**config.mk**
```make
export PLATFORM = sky130hd
export DESIGN_NAME = remote_run_command_inputs
export DESIGN_NICKNAME = d
export VERILOG_FILES = /design/src/hw/remote_cmd_pkg.sv /design/src/hw/contact_if.sv /design/src/hw/contact_filter.sv /design/src/hw/pulse_qualifier.sv /design/src/hw/remote_run_command_inputs.sv
export SDC_FILE = /design/constraint.sdc
export NUM_CORES = 1
export LEC_CHECK = 0
export BUFFER_PORTS_ARGS = -buffer_cell sky130_fd_sc_hd__clkbuf_2
export CORE_MARGIN = 5
export CORE_UTILIZATION = 50
export DETAILED_ROUTE_END_ITERATION = 12
export GPL_TIMING_DRIVEN = 0
export PLACE_DENSITY = 0.66
export REMOVE_ABC_BUFFERS = 1
export SYNTH_ARGS = -nofsm -noshare
export SYNTH_HDL_FRONTEND = slang
export SYNTH_SLANG_ARGS = --single-unit
```
**constraint.sdc**
```tcl
create_clock -name I_SYS_CLK -period 2.8 [get_ports I_SYS_CLK]
set_input_delay 0.56 -clock I_SYS_CLK [delete_from_list [all_inputs] [get_ports I_SYS_CLK]]
set_output_delay 0.56 -clock I_SYS_CLK [all_outputs]
set_load 0.05 [all_outputs]
```
**src/hw/remote_cmd_pkg.sv**
```systemverilog
// Package with constants shared by the remote contact command logic.
package remote_cmd_pkg;
    // System clock rate in hertz.
    localparam int CLK_HZ = 100_000_000;
    // Cycles per millisecond at the system clock rate.
    localparam int CYC_PER_MS = CLK_HZ / 1000;
    // Contact debounce settling time in milliseconds.
    localparam int DEBOUNCE_MS = 10;
    // Debounce time in clock cycles.
    localparam int DEBOUNCE_CYC = DEBOUNCE_MS * CYC_PER_MS;
    // Minimum closed interval of a start or stop pulse in milliseconds.
    localparam int MIN_PULSE_MS = 500;
    // Minimum pulse interval in clock cycles.
    localparam int MIN_PULSE_CYC = MIN_PULSE_MS * CYC_PER_MS;
    // Counter widths for the debounce and pulse timers.
    localparam int DEB_W = 20;
    localparam int PULSE_W = 26;
    // Number of contact inputs and their positions in the contact vector.
    localparam int N_CONTACT = 10;
    localparam int C_START = 0;
    localparam int C_STOP = 1;
    localparam int C_INHIBIT = 2;
    localparam int C_SPEED = 3;
    localparam int SPEED_W = 3;
    localparam int C_REMOTE_EN = 6;
    localparam int C_EXT_RESET = 7;
    localparam int C_DOOR_RESET = 8;
    localparam int C_SWITCH_ACT = 9;
    // Register bus widths and offsets.
    localparam int ADDR_W = 4;
    localparam int DATA_W = 8;
    localparam logic [3:0] OFS_CONFIG = 4'h0;
    localparam logic [3:0] OFS_STATUS = 4'h1;
    localparam logic [3:0] OFS_SPEED = 4'h2;
    localparam logic [3:0] OFS_CONTACT = 4'h3;
    // Configuration register fields and reset value.
    localparam int CFG_REMOTE = 0;
    localparam int CFG_SEL_BY_REMOTE = 1;
    localparam int CFG_PULSE_MODE = 2;
    localparam int CFG_OPEN_LOOP = 3;
    localparam int CFG_DI_SETTING = 4;
    localparam int CFG_W = 5;
    localparam logic [4:0] CFG_RESET = 5'h00;
    // Status register fields.
    localparam int ST_RUN = 0;
    localparam int ST_REVERSE = 1;
    localparam int ST_INHIBIT = 2;
    localparam int ST_FAULT = 3;
    localparam int ST_REMOTE = 4;
    localparam int ST_SPEED_VALID = 5;
    // Run command states, one-hot.
    typedef enum logic [2:0] {
        RUN_STOPPED = 3'h1,
        RUN_FORWARD = 3'h2,
        RUN_REVERSE = 3'h4
    } run_state_t;
endpackage

```
**src/hw/contact_if.sv**
```systemverilog
// Interface carrying filtered contact levels and their edges.
`timescale 1ns/1ps
interface contact_if;
    // Debounced contact levels, one means closed.
    logic [remote_cmd_pkg::N_CONTACT-1:0] level;
    // One-cycle pulses on closing and on opening.
    logic [remote_cmd_pkg::N_CONTACT-1:0] rise;
    logic [remote_cmd_pkg::N_CONTACT-1:0] fall;
    modport src (output level, output rise, output fall);
    modport snk (input level, input rise, input fall);
endinterface

```
**src/hw/contact_filter.sv**
```systemverilog
// Synchroniser and debouncer for all contact inputs.
`timescale 1ns/1ps
module contact_filter #(
    parameter int DEB_CYC = remote_cmd_pkg::DEBOUNCE_CYC
) (
    input wire logic i_clk,
    input wire logic i_rst,
    input wire logic [remote_cmd_pkg::N_CONTACT-1:0] i_raw,
    contact_if.src o_ct
);
    localparam int N = remote_cmd_pkg::N_CONTACT;
    localparam int W = remote_cmd_pkg::DEB_W;
    // Two synchroniser stages; the first is read only by the second.
    logic [N-1:0] sync1;
    logic [N-1:0] sync2;
    // Accepted stable level of each contact.
    logic [N-1:0] stable;
    // Time each contact has disagreed with its stable level.
    logic [W-1:0] cnt [N];

    // Bring the contacts into the clock domain.
    always_ff @(posedge i_clk)
    begin
        if (i_rst)
        begin
            sync1 <= '0;
            sync2 <= '0;
        end
        else
        begin
            sync1 <= i_raw;
            sync2 <= sync1;
        end
    end

    // Accept a new level only after it has held for the whole debounce time.
    always_ff @(posedge i_clk)
    begin
        if (i_rst)
        begin
            stable <= '0;
            o_ct.rise <= '0;
            o_ct.fall <= '0;
            for (int k = 0; k < N; k++)
                cnt[k] <= '0;
        end
        else
        begin
            for (int k = 0; k < N; k++)
            begin
                o_ct.rise[k] <= 1'b0;
                o_ct.fall[k] <= 1'b0;
                if (sync2[k] == stable[k])
                    cnt[k] <= '0;
                else if (cnt[k] == W'(DEB_CYC - 1))
                begin
                    // The new level has settled; flip and mark the edge.
                    stable[k] <= sync2[k];
                    o_ct.rise[k] <= sync2[k];
                    o_ct.fall[k] <= ~sync2[k];
                    cnt[k] <= '0;
                end
                else
                    cnt[k] <= cnt[k] + 1'b1;
            end
        end
    end

    assign o_ct.level = stable;
endmodule

```
**src/hw/pulse_qualifier.sv**
```systemverilog
// Measures the closed interval of one contact and flags long enough pulses.
`timescale 1ns/1ps
module pulse_qualifier #(
    parameter int IDX = 0,
    parameter int MIN_CYC = remote_cmd_pkg::MIN_PULSE_CYC
) (
    input wire logic i_clk,
    input wire logic i_rst,
    contact_if.snk i_ct,
    output logic o_pulse
);
    localparam int W = remote_cmd_pkg::PULSE_W;
    // Closed time, saturating one past the minimum so long holds cannot wrap.
    logic [W-1:0] closed_cnt;

    // Count while closed; on opening, qualify the interval and restart.
    always_ff @(posedge i_clk)
    begin
        if (i_rst)
        begin
            closed_cnt <= '0;
            o_pulse <= 1'b0;
        end
        else
        begin
            // A pulse counts only when it was strictly longer than the minimum.
            o_pulse <= i_ct.fall[IDX] && (closed_cnt > W'(MIN_CYC));
            if (!i_ct.level[IDX])
                closed_cnt <= '0;
            else if (closed_cnt <= W'(MIN_CYC))
                closed_cnt <= closed_cnt + 1'b1;
        end
    end
endmodule

```
**src/hw/remote_run_command_inputs.sv**
```systemverilog
// Top of the remote contact command interpreter with its register port.
`timescale 1ns/1ps
module remote_run_command_inputs #(
    parameter int DEBOUNCE_CYCLES = remote_cmd_pkg::DEBOUNCE_CYC,
    parameter int MIN_PULSE_CYCLES = remote_cmd_pkg::MIN_PULSE_CYC
) (
    input wire logic I_SYS_CLK,
    input wire logic I_SYS_RST,
    input wire logic I_START_CONTACT,
    input wire logic I_STOP_CONTACT,
    input wire logic I_OUTPUT_INHIBIT_CONTACT,
    input wire logic [2:0] I_SPEED_CONTACT,
    input wire logic I_REMOTE_ENABLE_CONTACT,
    input wire logic I_EXT_RESET_CONTACT,
    input wire logic I_DOOR_RESET_BUTTON,
    input wire logic I_SWITCH_ACTIVATE_CONTACT,
    input wire logic I_FAULT_EVENT,
    input wire logic I_FAULT_CAUSE_ACTIVE,
    input wire logic [3:0] I_REG_ADDR,
    input wire logic [7:0] I_REG_WDATA,
    input wire logic I_REG_WR,
    input wire logic I_REG_RD,
    output logic [7:0] O_REG_RDATA,
    output logic O_RUN,
    output logic O_REVERSE,
    output logic O_OUTPUT_INHIBIT,
    output logic [2:0] O_SPEED_SEL,
    output logic O_SPEED_SEL_VALID,
    output logic O_REMOTE_ACTIVE,
    output logic O_FAULT_LATCHED,
    output logic O_FAULT_RESET,
    output logic O_SYNC_SWITCH_REQ
);
    // Filtered contact levels and edges.
    contact_if ct ();
    // All raw contact pins gathered in their package positions.
    logic [remote_cmd_pkg::N_CONTACT-1:0] raw;
    // Qualified start and stop pulses from the pulse timers.
    logic start_pulse;
    logic stop_pulse;
    // Software configuration bits.
    logic [remote_cmd_pkg::CFG_W-1:0] cfg;
    // Current run command and its next value.
    remote_cmd_pkg::run_state_t run_state;
    remote_cmd_pkg::run_state_t next_run_state;
    // Derived command conditions.
    logic remote_active;
    logic inhibit_ok;
    logic pulse_mode;
    logic speed_gate;
    logic reset_req;
    // Latched fault.
    logic fault;

    // Pack the pins; the order follows the contact positions.
    assign raw = {I_SWITCH_ACTIVATE_CONTACT, I_DOOR_RESET_BUTTON, I_EXT_RESET_CONTACT,
                  I_REMOTE_ENABLE_CONTACT, I_SPEED_CONTACT, I_OUTPUT_INHIBIT_CONTACT,
                  I_STOP_CONTACT, I_START_CONTACT};

    // Two-stage synchronisers and debouncers for every contact.
    contact_filter #(
        .DEB_CYC(DEBOUNCE_CYCLES)
    ) u_filter (
        .i_clk(I_SYS_CLK),
        .i_rst(I_SYS_RST),
        .i_raw(raw),
        .o_ct(ct.src)
    );

    // Closed-interval timer for the start contact.
    pulse_qualifier #(
        .IDX(remote_cmd_pkg::C_START),
        .MIN_CYC(MIN_PULSE_CYCLES)
    ) u_start_pulse (
        .i_clk(I_SYS_CLK),
        .i_rst(I_SYS_RST),
        .i_ct(ct.snk),
        .o_pulse(start_pulse)
    );

    // Closed-interval timer for the stop contact.
    pulse_qualifier #(
        .IDX(remote_cmd_pkg::C_STOP),
        .MIN_CYC(MIN_PULSE_CYCLES)
    ) u_stop_pulse (
        .i_clk(I_SYS_CLK),
        .i_rst(I_SYS_RST),
        .i_ct(ct.snk),
        .o_pulse(stop_pulse)
    );

    // Control source: the remote enable contact decides when so configured.
    assign remote_active = cfg[remote_cmd_pkg::CFG_SEL_BY_REMOTE]
                           ? ct.level[remote_cmd_pkg::C_REMOTE_EN]
                           : cfg[remote_cmd_pkg::CFG_REMOTE];
    // The inhibit contact must be closed for the output to run.
    assign inhibit_ok = ct.level[remote_cmd_pkg::C_INHIBIT];
    // Interpretation of start and stop comes from the stored mode bit.
    assign pulse_mode = cfg[remote_cmd_pkg::CFG_PULSE_MODE];
    // Speed contacts are read only in open loop with digital input setting.
    assign speed_gate = cfg[remote_cmd_pkg::CFG_OPEN_LOOP]
                        && cfg[remote_cmd_pkg::CFG_DI_SETTING];
    // A closing of either reset source is one and the same request.
    assign reset_req = ct.rise[remote_cmd_pkg::C_EXT_RESET]
                       || ct.rise[remote_cmd_pkg::C_DOOR_RESET];

    // Next run command; reset requests take no part in it.
    always_comb
    begin
        next_run_state = run_state;
        if (!remote_active || !inhibit_ok)
            // Contacts are ignored off remote; inhibit lets the motor coast.
            next_run_state = remote_cmd_pkg::RUN_STOPPED;
        else if (!pulse_mode)
        begin
            // Level mode follows the contacts; both closed is treated as stop.
            if (ct.level[remote_cmd_pkg::C_START] && !ct.level[remote_cmd_pkg::C_STOP])
                next_run_state = remote_cmd_pkg::RUN_FORWARD;
            else if (ct.level[remote_cmd_pkg::C_STOP] && !ct.level[remote_cmd_pkg::C_START])
                next_run_state = remote_cmd_pkg::RUN_REVERSE;
            else
                next_run_state = remote_cmd_pkg::RUN_STOPPED;
        end
        else
        begin
            unique case (run_state)
                remote_cmd_pkg::RUN_STOPPED:
                begin
                    // A qualified start pulse starts forward unless stop pulses too.
                    if (start_pulse && !stop_pulse)
                        next_run_state = remote_cmd_pkg::RUN_FORWARD;
                end
                remote_cmd_pkg::RUN_FORWARD, remote_cmd_pkg::RUN_REVERSE:
                begin
                    // A qualified stop pulse stops whatever is running.
                    if (stop_pulse)
                        next_run_state = remote_cmd_pkg::RUN_STOPPED;
                end
                default:
                    next_run_state = remote_cmd_pkg::RUN_STOPPED;
            endcase
        end
    end

    // Hold the run command.
    always_ff @(posedge I_SYS_CLK)
    begin
        if (I_SYS_RST)
            run_state <= remote_cmd_pkg::RUN_STOPPED;
        else
            run_state <= next_run_state;
    end

    // Registered command outputs other than run state.
    always_ff @(posedge I_SYS_CLK)
    begin
        if (I_SYS_RST)
        begin
            O_OUTPUT_INHIBIT <= 1'b1;
            O_SPEED_SEL <= '0;
            O_SPEED_SEL_VALID <= 1'b0;
            O_REMOTE_ACTIVE <= 1'b0;
            O_SYNC_SWITCH_REQ <= 1'b0;
        end
        else
        begin
            O_OUTPUT_INHIBIT <= !inhibit_ok;
            // Speed selection is zero and invalid while it may not be read.
            O_SPEED_SEL <= speed_gate
                ? ct.level[remote_cmd_pkg::C_SPEED +: remote_cmd_pkg::SPEED_W] : '0;
            O_SPEED_SEL_VALID <= speed_gate;
            O_REMOTE_ACTIVE <= remote_active;
            // Switch activate goes to the transfer logic and nowhere else.
            O_SYNC_SWITCH_REQ <= ct.level[remote_cmd_pkg::C_SWITCH_ACT];
        end
    end

    // Fault latch; a new fault wins over a reset in the same cycle.
    always_ff @(posedge I_SYS_CLK)
    begin
        if (I_SYS_RST)
        begin
            fault <= 1'b0;
            O_FAULT_RESET <= 1'b0;
        end
        else
        begin
            // The reset pulse appears only when a fault really clears.
            O_FAULT_RESET <= reset_req && fault && !I_FAULT_CAUSE_ACTIVE
                             && !I_FAULT_EVENT;
            if (I_FAULT_EVENT)
                fault <= 1'b1;
            else if (reset_req && !I_FAULT_CAUSE_ACTIVE)
                fault <= 1'b0;
        end
    end

    // Register writes: only the configuration register is writable.
    always_ff @(posedge I_SYS_CLK)
    begin
        if (I_SYS_RST)
            cfg <= remote_cmd_pkg::CFG_RESET;
        else if (I_REG_WR && I_REG_ADDR == remote_cmd_pkg::OFS_CONFIG)
            cfg <= I_REG_WDATA[remote_cmd_pkg::CFG_W-1:0];
    end

    // Register reads: data stand one cycle after the strobe, zero otherwise.
    always_ff @(posedge I_SYS_CLK)
    begin
        if (I_SYS_RST || !I_REG_RD)
            O_REG_RDATA <= '0;
        else
        begin
            unique case (I_REG_ADDR)
                remote_cmd_pkg::OFS_CONFIG:
                    O_REG_RDATA <= 8'(cfg);
                remote_cmd_pkg::OFS_STATUS:
                    O_REG_RDATA <= {2'h0, O_SPEED_SEL_VALID, O_REMOTE_ACTIVE, fault,
                                    O_OUTPUT_INHIBIT, O_REVERSE, O_RUN};
                remote_cmd_pkg::OFS_SPEED:
                    O_REG_RDATA <= 8'(O_SPEED_SEL);
                remote_cmd_pkg::OFS_CONTACT:
                    O_REG_RDATA <= ct.level[7:0];
                default:
                    // Unmapped addresses read as zero.
                    O_REG_RDATA <= '0;
            endcase
        end
    end

    // Run outputs come straight from the state flip-flops.
    assign O_RUN = (run_state != remote_cmd_pkg::RUN_STOPPED);
    assign O_REVERSE = (run_state == remote_cmd_pkg::RUN_REVERSE);
    assign O_FAULT_LATCHED = fault;
endmodule

```
==> flow_metrics.env, run 1 <==
export IMPL_rsz0062_at_grt="no"
export IMPL_dr_pass1_iters=5
export IMPL_antenna_found_initial=0
export IMPL_cts_tree="yes"
export IMPL_grt_pass1_wl_um=47600
export IMPL_outcome="finished clean"
export IMPL_hold_violations=0
export IMPL_yosys_most_used_dff="edfxtp_1"
export IMPL_gp_congestion=0.784
export IMPL_critical_path_max_stage_delay_ps=630
export IMPL_hp_class="input pin to register"
export IMPL_tightest_slew_ps=1310
export IMPL_p_leak_nw=6.26
export IMPL_core_mm2=0.0303
export IMPL_vias_per_cell=5.00
export IMPL_use_met2=0.272
export IMPL_layout_nets=1787
export IMPL_crit_buf_inv=0
export IMPL_slew_viol_final=0
export IMPL_grtUsageTotal=0.164
export IMPL_reg2regPathDepth=6
export IMPL_syn_area_per_cell_um2=10.1
export IMPL_gr_total_overflow=0
export IMPL_ant_nets=0
export IMPL_fin_crit_sh=0.936
export IMPL_arrival_ps=2840
export IMPL_setup_viol=0
export IMPL_cap_violations=0
export IMPL_irDropWorstVdd_mv=0.447
export IMPL_place_hpwl_um=19300
export IMPL_grt_max_degree=60
export IMPL_syn_to_final_growth_pct=16.3
export IMPL_num_vias=10800
export IMPL_postCtsSetupBuffers=0
export IMPL_htreeDepth=2
export IMPL_die_area_mm2=0.0342
export IMPL_yosysSeqAreaShare=0.541
export IMPL_numClockSinks=313
export IMPL_end_kind="register"
export IMPL_cellPowerDensity_mw_per_mm2=574
export IMPL_first_global_vias=10400
export IMPL_min_path_cells=2
export IMPL_netlist_area_mm2=0.0153
export IMPL_clk_path_buf_depth=3
export IMPL_grt_busiest_layer="met2"
export IMPL_pin_count=47
export IMPL_dp_cells=2102
export IMPL_drc=0
export IMPL_clk_latency_ps=510
export IMPL_ys_warn_count=0
export IMPL_cp_start_kind="register"
export IMPL_grt_use_met1=0.224
export IMPL_cts_root_buf="clkbuf_16"
export IMPL_fin_skew_ps=24.8
export IMPL_relSlewSlack=0.129
export IMPL_synth_edf_count=200
export IMPL_finalCriticalPeriod_ps=2620
export IMPL_crit_slowest_cell="or4_1"
export IMPL_wirelength_um=27500
export IMPL_ys_ff_latch=313
export IMPL_path_max_fanout=19
export IMPL_dieHeight_um=185
export IMPL_port_buffers=43
export IMPL_total_power_w=0.0102
export IMPL_clk_pin_slew_ps=60
export IMPL_post_route_util=0.586
export IMPL_worstSetupPathDepth=6
export IMPL_fp_row_count=64
export IMPL_async_reset_ff_frac=0
export IMPL_hold_ws_ps=247
export IMPL_drt_iter0_drc=612
export IMPL_die_w_um=185
export IMPL_use_met3=0.0346
export IMPL_worstPathCellList="ha_1 -> nand3_1 -> or2_1 -> or4_1 -> nand2_1 -> nor2_1"
export IMPL_drive_above_1_share=0.0616
export IMPL_critPathRequiredTime_ps=3020
export IMPL_start_util=0.504
export IMPL_cp_top_family="simple AND/OR/NAND/NOR gates"
export IMPL_synth_cells=1511
export IMPL_cts_buffers=35
export IMPL_instances_no_fill=2166
export IMPL_synth_cell_types=59
export IMPL_critical_path_class="register to register"
export IMPL_max_freq_mhz=382
export IMPL_post_drt_wl_per_cell_um=12.7
power by group:
group          internal [W]  switching [W]  total (W)
logic              0.000124       0.000176   0.000300
registers           0.00505       0.000135    0.00518
clock network       0.00295        0.00178    0.00472
placed cells by master, fill, tap and decap left out, types with 14 or more instances in the layout:
| cell type | n |
|---|---|
| a21oi_1 | 20 |
| and3_1 | 42 |
| and4_1 | 23 |
| clkbuf_16 | 38 |
| clkbuf_2 | 43 |
| conb_1 | 200 |
| dfxtp_1 | 113 |
| edfxtp_1 | 200 |
| ha_1 | 16 |
| inv_1 | 32 |
| mux2i_1 | 25 |
| nand2_1 | 96 |
| nand3_1 | 99 |
| nand4_1 | 38 |
| nor2_1 | 325 |
| nor2b_1 | 25 |
| nor3_1 | 32 |
| nor4_1 | 17 |
| nor4b_1 | 22 |
| o21ai_0 | 14 |
| or3_1 | 26 |
| xnor2_1 | 103 |
| xor2_1 | 120 |
logic make-up (layout without fill, tap and decap cells):
| kind of cell | count (synthesis) | after routing | synth area share |
|---|---|---|---|
| compound gates | 62 | 62 | 0.0253 |
| simple gates | 790 | 790 | 0.255 |
| other cells | 1 | 201 | 0.000245 |
| flops | 313 | 313 | 0.541 |
| buf+inv | 80 | 139 | 0.0199 |
| xor+xnor | 223 | 223 | 0.128 |
| fa+ha+maj | 16 | 16 | 0.0131 |
| mux | 26 | 26 | 0.0178 |
what timing repair did:
item | in CTS | in global routing
resized for setup | 0 | 1
endpoints found under the setup margin | 0 | 3
endpoints found under the hold margin | 0 | 0
hold buffers | 0 | 0
path summary, 6_finish.rpt:
path	slack (ps)	endpoint	from
setup / recovery	180	u_filter.cnt[0][2]$_SDFFCE_PN0P_	u_filter.cnt[0][0]$_SDFFCE_PN0P_
hold / removal	250	O_FAULT_RESET$_SDFF_PP0_	I_FAULT_EVENT
setup reg to reg	180	u_filter.cnt[0][2]$_SDFFCE_PN0P_	u_filter.cnt[0][0]$_SDFFCE_PN0P_
hold reg to reg	440	u_filter.sync2[7]$_SDFF_PP0_	u_filter.sync1[7]$_SDFF_PP0_
layer usage:
metal	vias up	wire length (um)
met3	40	1290
met1	5102	13100
met2	128	12600
met5	-	0
li1	5550	-
met4	0	469
cell usage after synthesis (all sizes together), types with 16 or more instances:
cell type / count / area, um^2
nand3: 99 / 495
ha: 16 / 200
edfxtp: 200 / 6010
dfxtp: 113 / 2260
nor2b: 25 / 156
nor2: 326 / 1230
nand2: 96 / 360
a21oi: 20 / 100
o21ai: 20 / 104
mux2i: 25 / 250
nor4b: 22 / 193
nor4: 17 / 106
nor3: 33 / 176
xor2: 120 / 1050
or3: 28 / 180
and4: 23 / 201
and3: 42 / 263
xnor2: 103 / 902
clkbuf: 40 / 150
inv: 33 / 124
nand4: 38 / 238
cell type report:
cell class,instances,area (um^2)
Clock buffer,49,1030
Tap cell,396,495
Inverter,33,124
Multi-Input combinational cell,1317,7460
Timing Repair Buffer,43,215
Clock inverter,14,179
Sequential cell,313,8270
Fill cell,2621,12600
Antenna cell,1,2.50
metrics by stage:
stage	worst slack [ps]	setup TNS (ps)	instance area, um^2
finish	179	0	17800
detailed placement	-49.0	-690	16600
floorplan	518	0	15900
global route	14.8	0	17800
global placement	6.66	0	16600
CTS	174	0	17800
registers in the layout, summed over array words and instances (netlist names), 2 cells and up:
| signal | count |
|---|---|
| O_REG_RDATA | 8 |
| O_SPEED_SEL | 3 |
| cfg | 5 |
| run_state | 3 |
| u_filter.cnt | 200 |
| u_filter.o_ct.fall | 2 |
| u_filter.o_ct.level | 10 |
| u_filter.o_ct.rise | 2 |
| u_filter.sync1 | 10 |
| u_filter.sync2 | 10 |
| u_start_pulse.closed_cnt | 26 |
| u_stop_pulse.closed_cnt | 26 |
No activity file was read; power rests on OpenSTA's default activity.
==> inputs of run 2 (changes only) <==
--- a/config.mk
+++ b/config.mk
@@ -7,10 +7,10 @@
 export LEC_CHECK = 0
 export BUFFER_PORTS_ARGS = -buffer_cell sky130_fd_sc_hd__clkbuf_2
 export CORE_MARGIN = 5
-export CORE_UTILIZATION = 50
+export CORE_UTILIZATION = 45
 export DETAILED_ROUTE_END_ITERATION = 12
 export GPL_TIMING_DRIVEN = 0
-export PLACE_DENSITY = 0.66
+export PLACE_DENSITY = 0.61
 export REMOVE_ABC_BUFFERS = 1
 export SYNTH_ARGS = -nofsm -noshare
 export SYNTH_HDL_FRONTEND = slang
==> constraint.sdc (replaced) <==
create_clock -name I_SYS_CLK -period 2.8 [get_ports I_SYS_CLK]
set_input_delay 0.28 -clock I_SYS_CLK [delete_from_list [all_inputs] [get_ports I_SYS_CLK]]
set_output_delay 0.28 -clock I_SYS_CLK [all_outputs]
set_load 0.05 [all_outputs]
==> flow_metrics.env, run 2 (synthesized netlist as in run 1, its figures left out) <==
export IMPL_outcome="finished clean"
export IMPL_cts_tree="yes"
export IMPL_pin_count=47
export IMPL_core_mm2=0.0335
export IMPL_largest_reg_flops=200
export IMPL_dr_pass1_iters=5
export IMPL_hold_ws_ps=15.7
export IMPL_relSlewSlack=0.202
export IMPL_path_max_fanout=17
export IMPL_vias_per_cell=4.87
export IMPL_die_area_mm2=0.0378
export IMPL_num_vias=10900
export IMPL_layout_nets=1800
export IMPL_slew_viol_final=0
export IMPL_grt_pass1_wl_um=47800
export IMPL_largest_register="u_filter.cnt"
export IMPL_cts_root_buf="clkbuf_16"
export IMPL_fin_crit_sh=0.936
export IMPL_drt_iter0_drc=538
export IMPL_ant_nets=0
export IMPL_post_route_util=0.537
export IMPL_numClockSinks=313
export IMPL_setup_viol=0
export IMPL_switching_power_w=0.00216
export IMPL_tightest_slew_ps=1190
export IMPL_cp_start_kind="register"
export IMPL_power_frac_seq=0.497
export IMPL_fp_row_count=67
export IMPL_grtUsageTotal=0.146
export IMPL_cap_violations=0
export IMPL_drc=0
export IMPL_dieHeight_um=194
export IMPL_fin_skew_ps=9.66
export IMPL_regToRegSetupSlack_ps=180
export IMPL_max_freq_mhz=382
export IMPL_end_kind="register"
export IMPL_critPathRequiredTime_ps=3230
export IMPL_hold_violations=0
export IMPL_arrival_ps=3050
export IMPL_port_buffers=43
export IMPL_cts_buffers=37
export IMPL_cellPowerDensity_mw_per_mm2=579
export IMPL_postCtsSetupBuffers=0
export IMPL_clk_pin_slew_ps=60
export IMPL_critical_path_class="register to register"
export IMPL_syn_to_final_growth_pct=17.9
export IMPL_hold_buffers=10
export IMPL_wirelength_um=27900
export IMPL_cts_resized_gates=0
export IMPL_final_cell_mix="325 x nor2_1, 200 x edfxtp_1, 200 x conb_1"
export IMPL_hp_class="input pin to register"
export IMPL_clk_latency_ps=510
export IMPL_die_w_um=194
export IMPL_post_drt_wl_per_cell_um=12.5
export IMPL_p_int_w=0.00827
export IMPL_power_share_switching=0.207
export IMPL_pwr_share_comb=0.030
export IMPL_antenna_found_initial=0
export IMPL_gr_total_overflow=0
export IMPL_total_power_w=0.0104
export IMPL_first_global_vias=10400
export IMPL_irDropWorstVdd_mv=0.326
export IMPL_reg_top3="u_filter.cnt (200), u_start_pulse.closed_cnt (26), u_stop_pulse.closed_cnt (26)"
export IMPL_start_util=0.456
export IMPL_final_common_cell="nor2_1"
export IMPL_rsz0062_at_grt="no"
export IMPL_finalCriticalPeriod_ps=2620
export IMPL_drive_above_1_share=0.0616
export IMPL_clk_path_buf_depth=3
export IMPL_place_hpwl_um=19200
export IMPL_pwr_share_clk=0.473
export IMPL_p_leak_nw=6.36
export IMPL_htreeDepth=2
export IMPL_setup_tns_ps=0
export IMPL_gp_congestion=0.763
export IMPL_grt_max_degree=60
[run 2: final timing paths]
| check | start | endpoint | depth (start not counted) |
|---|---|---|---|
| max | u_stop_pulse.closed_cnt[8]$_SDFFE_PP0P_ | u_stop_pulse.closed_cnt[10]$_SDFFE_PP0P_ | 6 |
| min reg2reg | u_filter.sync1[9]$_SDFF_PP0_ | u_filter.sync2[9]$_SDFF_PP0_ | 1 |
| max reg2reg | u_stop_pulse.closed_cnt[8]$_SDFFE_PP0P_ | u_stop_pulse.closed_cnt[10]$_SDFFE_PP0P_ | 6 |
| min | I_SWITCH_ACTIVATE_CONTACT | u_filter.sync1[9]$_SDFF_PP0_ | 2 |
[run 2: power by group through the flow]
stage / combinational (W) / clock (W) / sequential (W)
final: 0.000312 / 0.00493 / 0.00519
after global routing: 0.000362 / 0.00528 / 0.00521
after CTS: 0.000305 / 0.00507 / 0.00519
after detailed placement: 0.000291 / 0 / 0.00528
after global placement: 0.000289 / 0 / 0.00528
after floorplan: 0.000219 / 0 / 0.00525
[run 2: worst max-delay path, stage by stage, from the launching register on]
cell and delay (ps):
dfxtp_1 350, or3_1 420, o22ai_1 200, a2bb2oi_2 630, nor2_2 240, or4_1 560, a21oi_1 140
[run 2: layout make-up]
cell class / count / area, um^2
fill: 3058 / 15500
antenna: 1 / 2.50
multi-input combinational: 1317 / 7460
clock buffer: 55 / 1100
sequential: 313 / 8270
inverter: 33 / 124
tap: 448 / 561
clock inverter: 13 / 171
timing repair buffer: 54 / 335
[run 2: layer usage]
metal,GRT usage,up-vias,part of all wire
met4,0.0336,0,0.016
li1,-,5583,-
met1,0.202,5116,0.49
met5,0,-,0
met2,0.241,152,0.45
met3,0.0275,32,0.041
[run 2: per-stage QoR]
step	area, um^2	cells	setup WS [ps]
2_1_floorplan	15900	1663	518
3_3_place_gp	16600	2154	219
3_5_place_dp	16600	2154	201
4_1_cts	18000	2232	183
5_1_grt	18000	2233	9.29
6_report	18000	2234	180
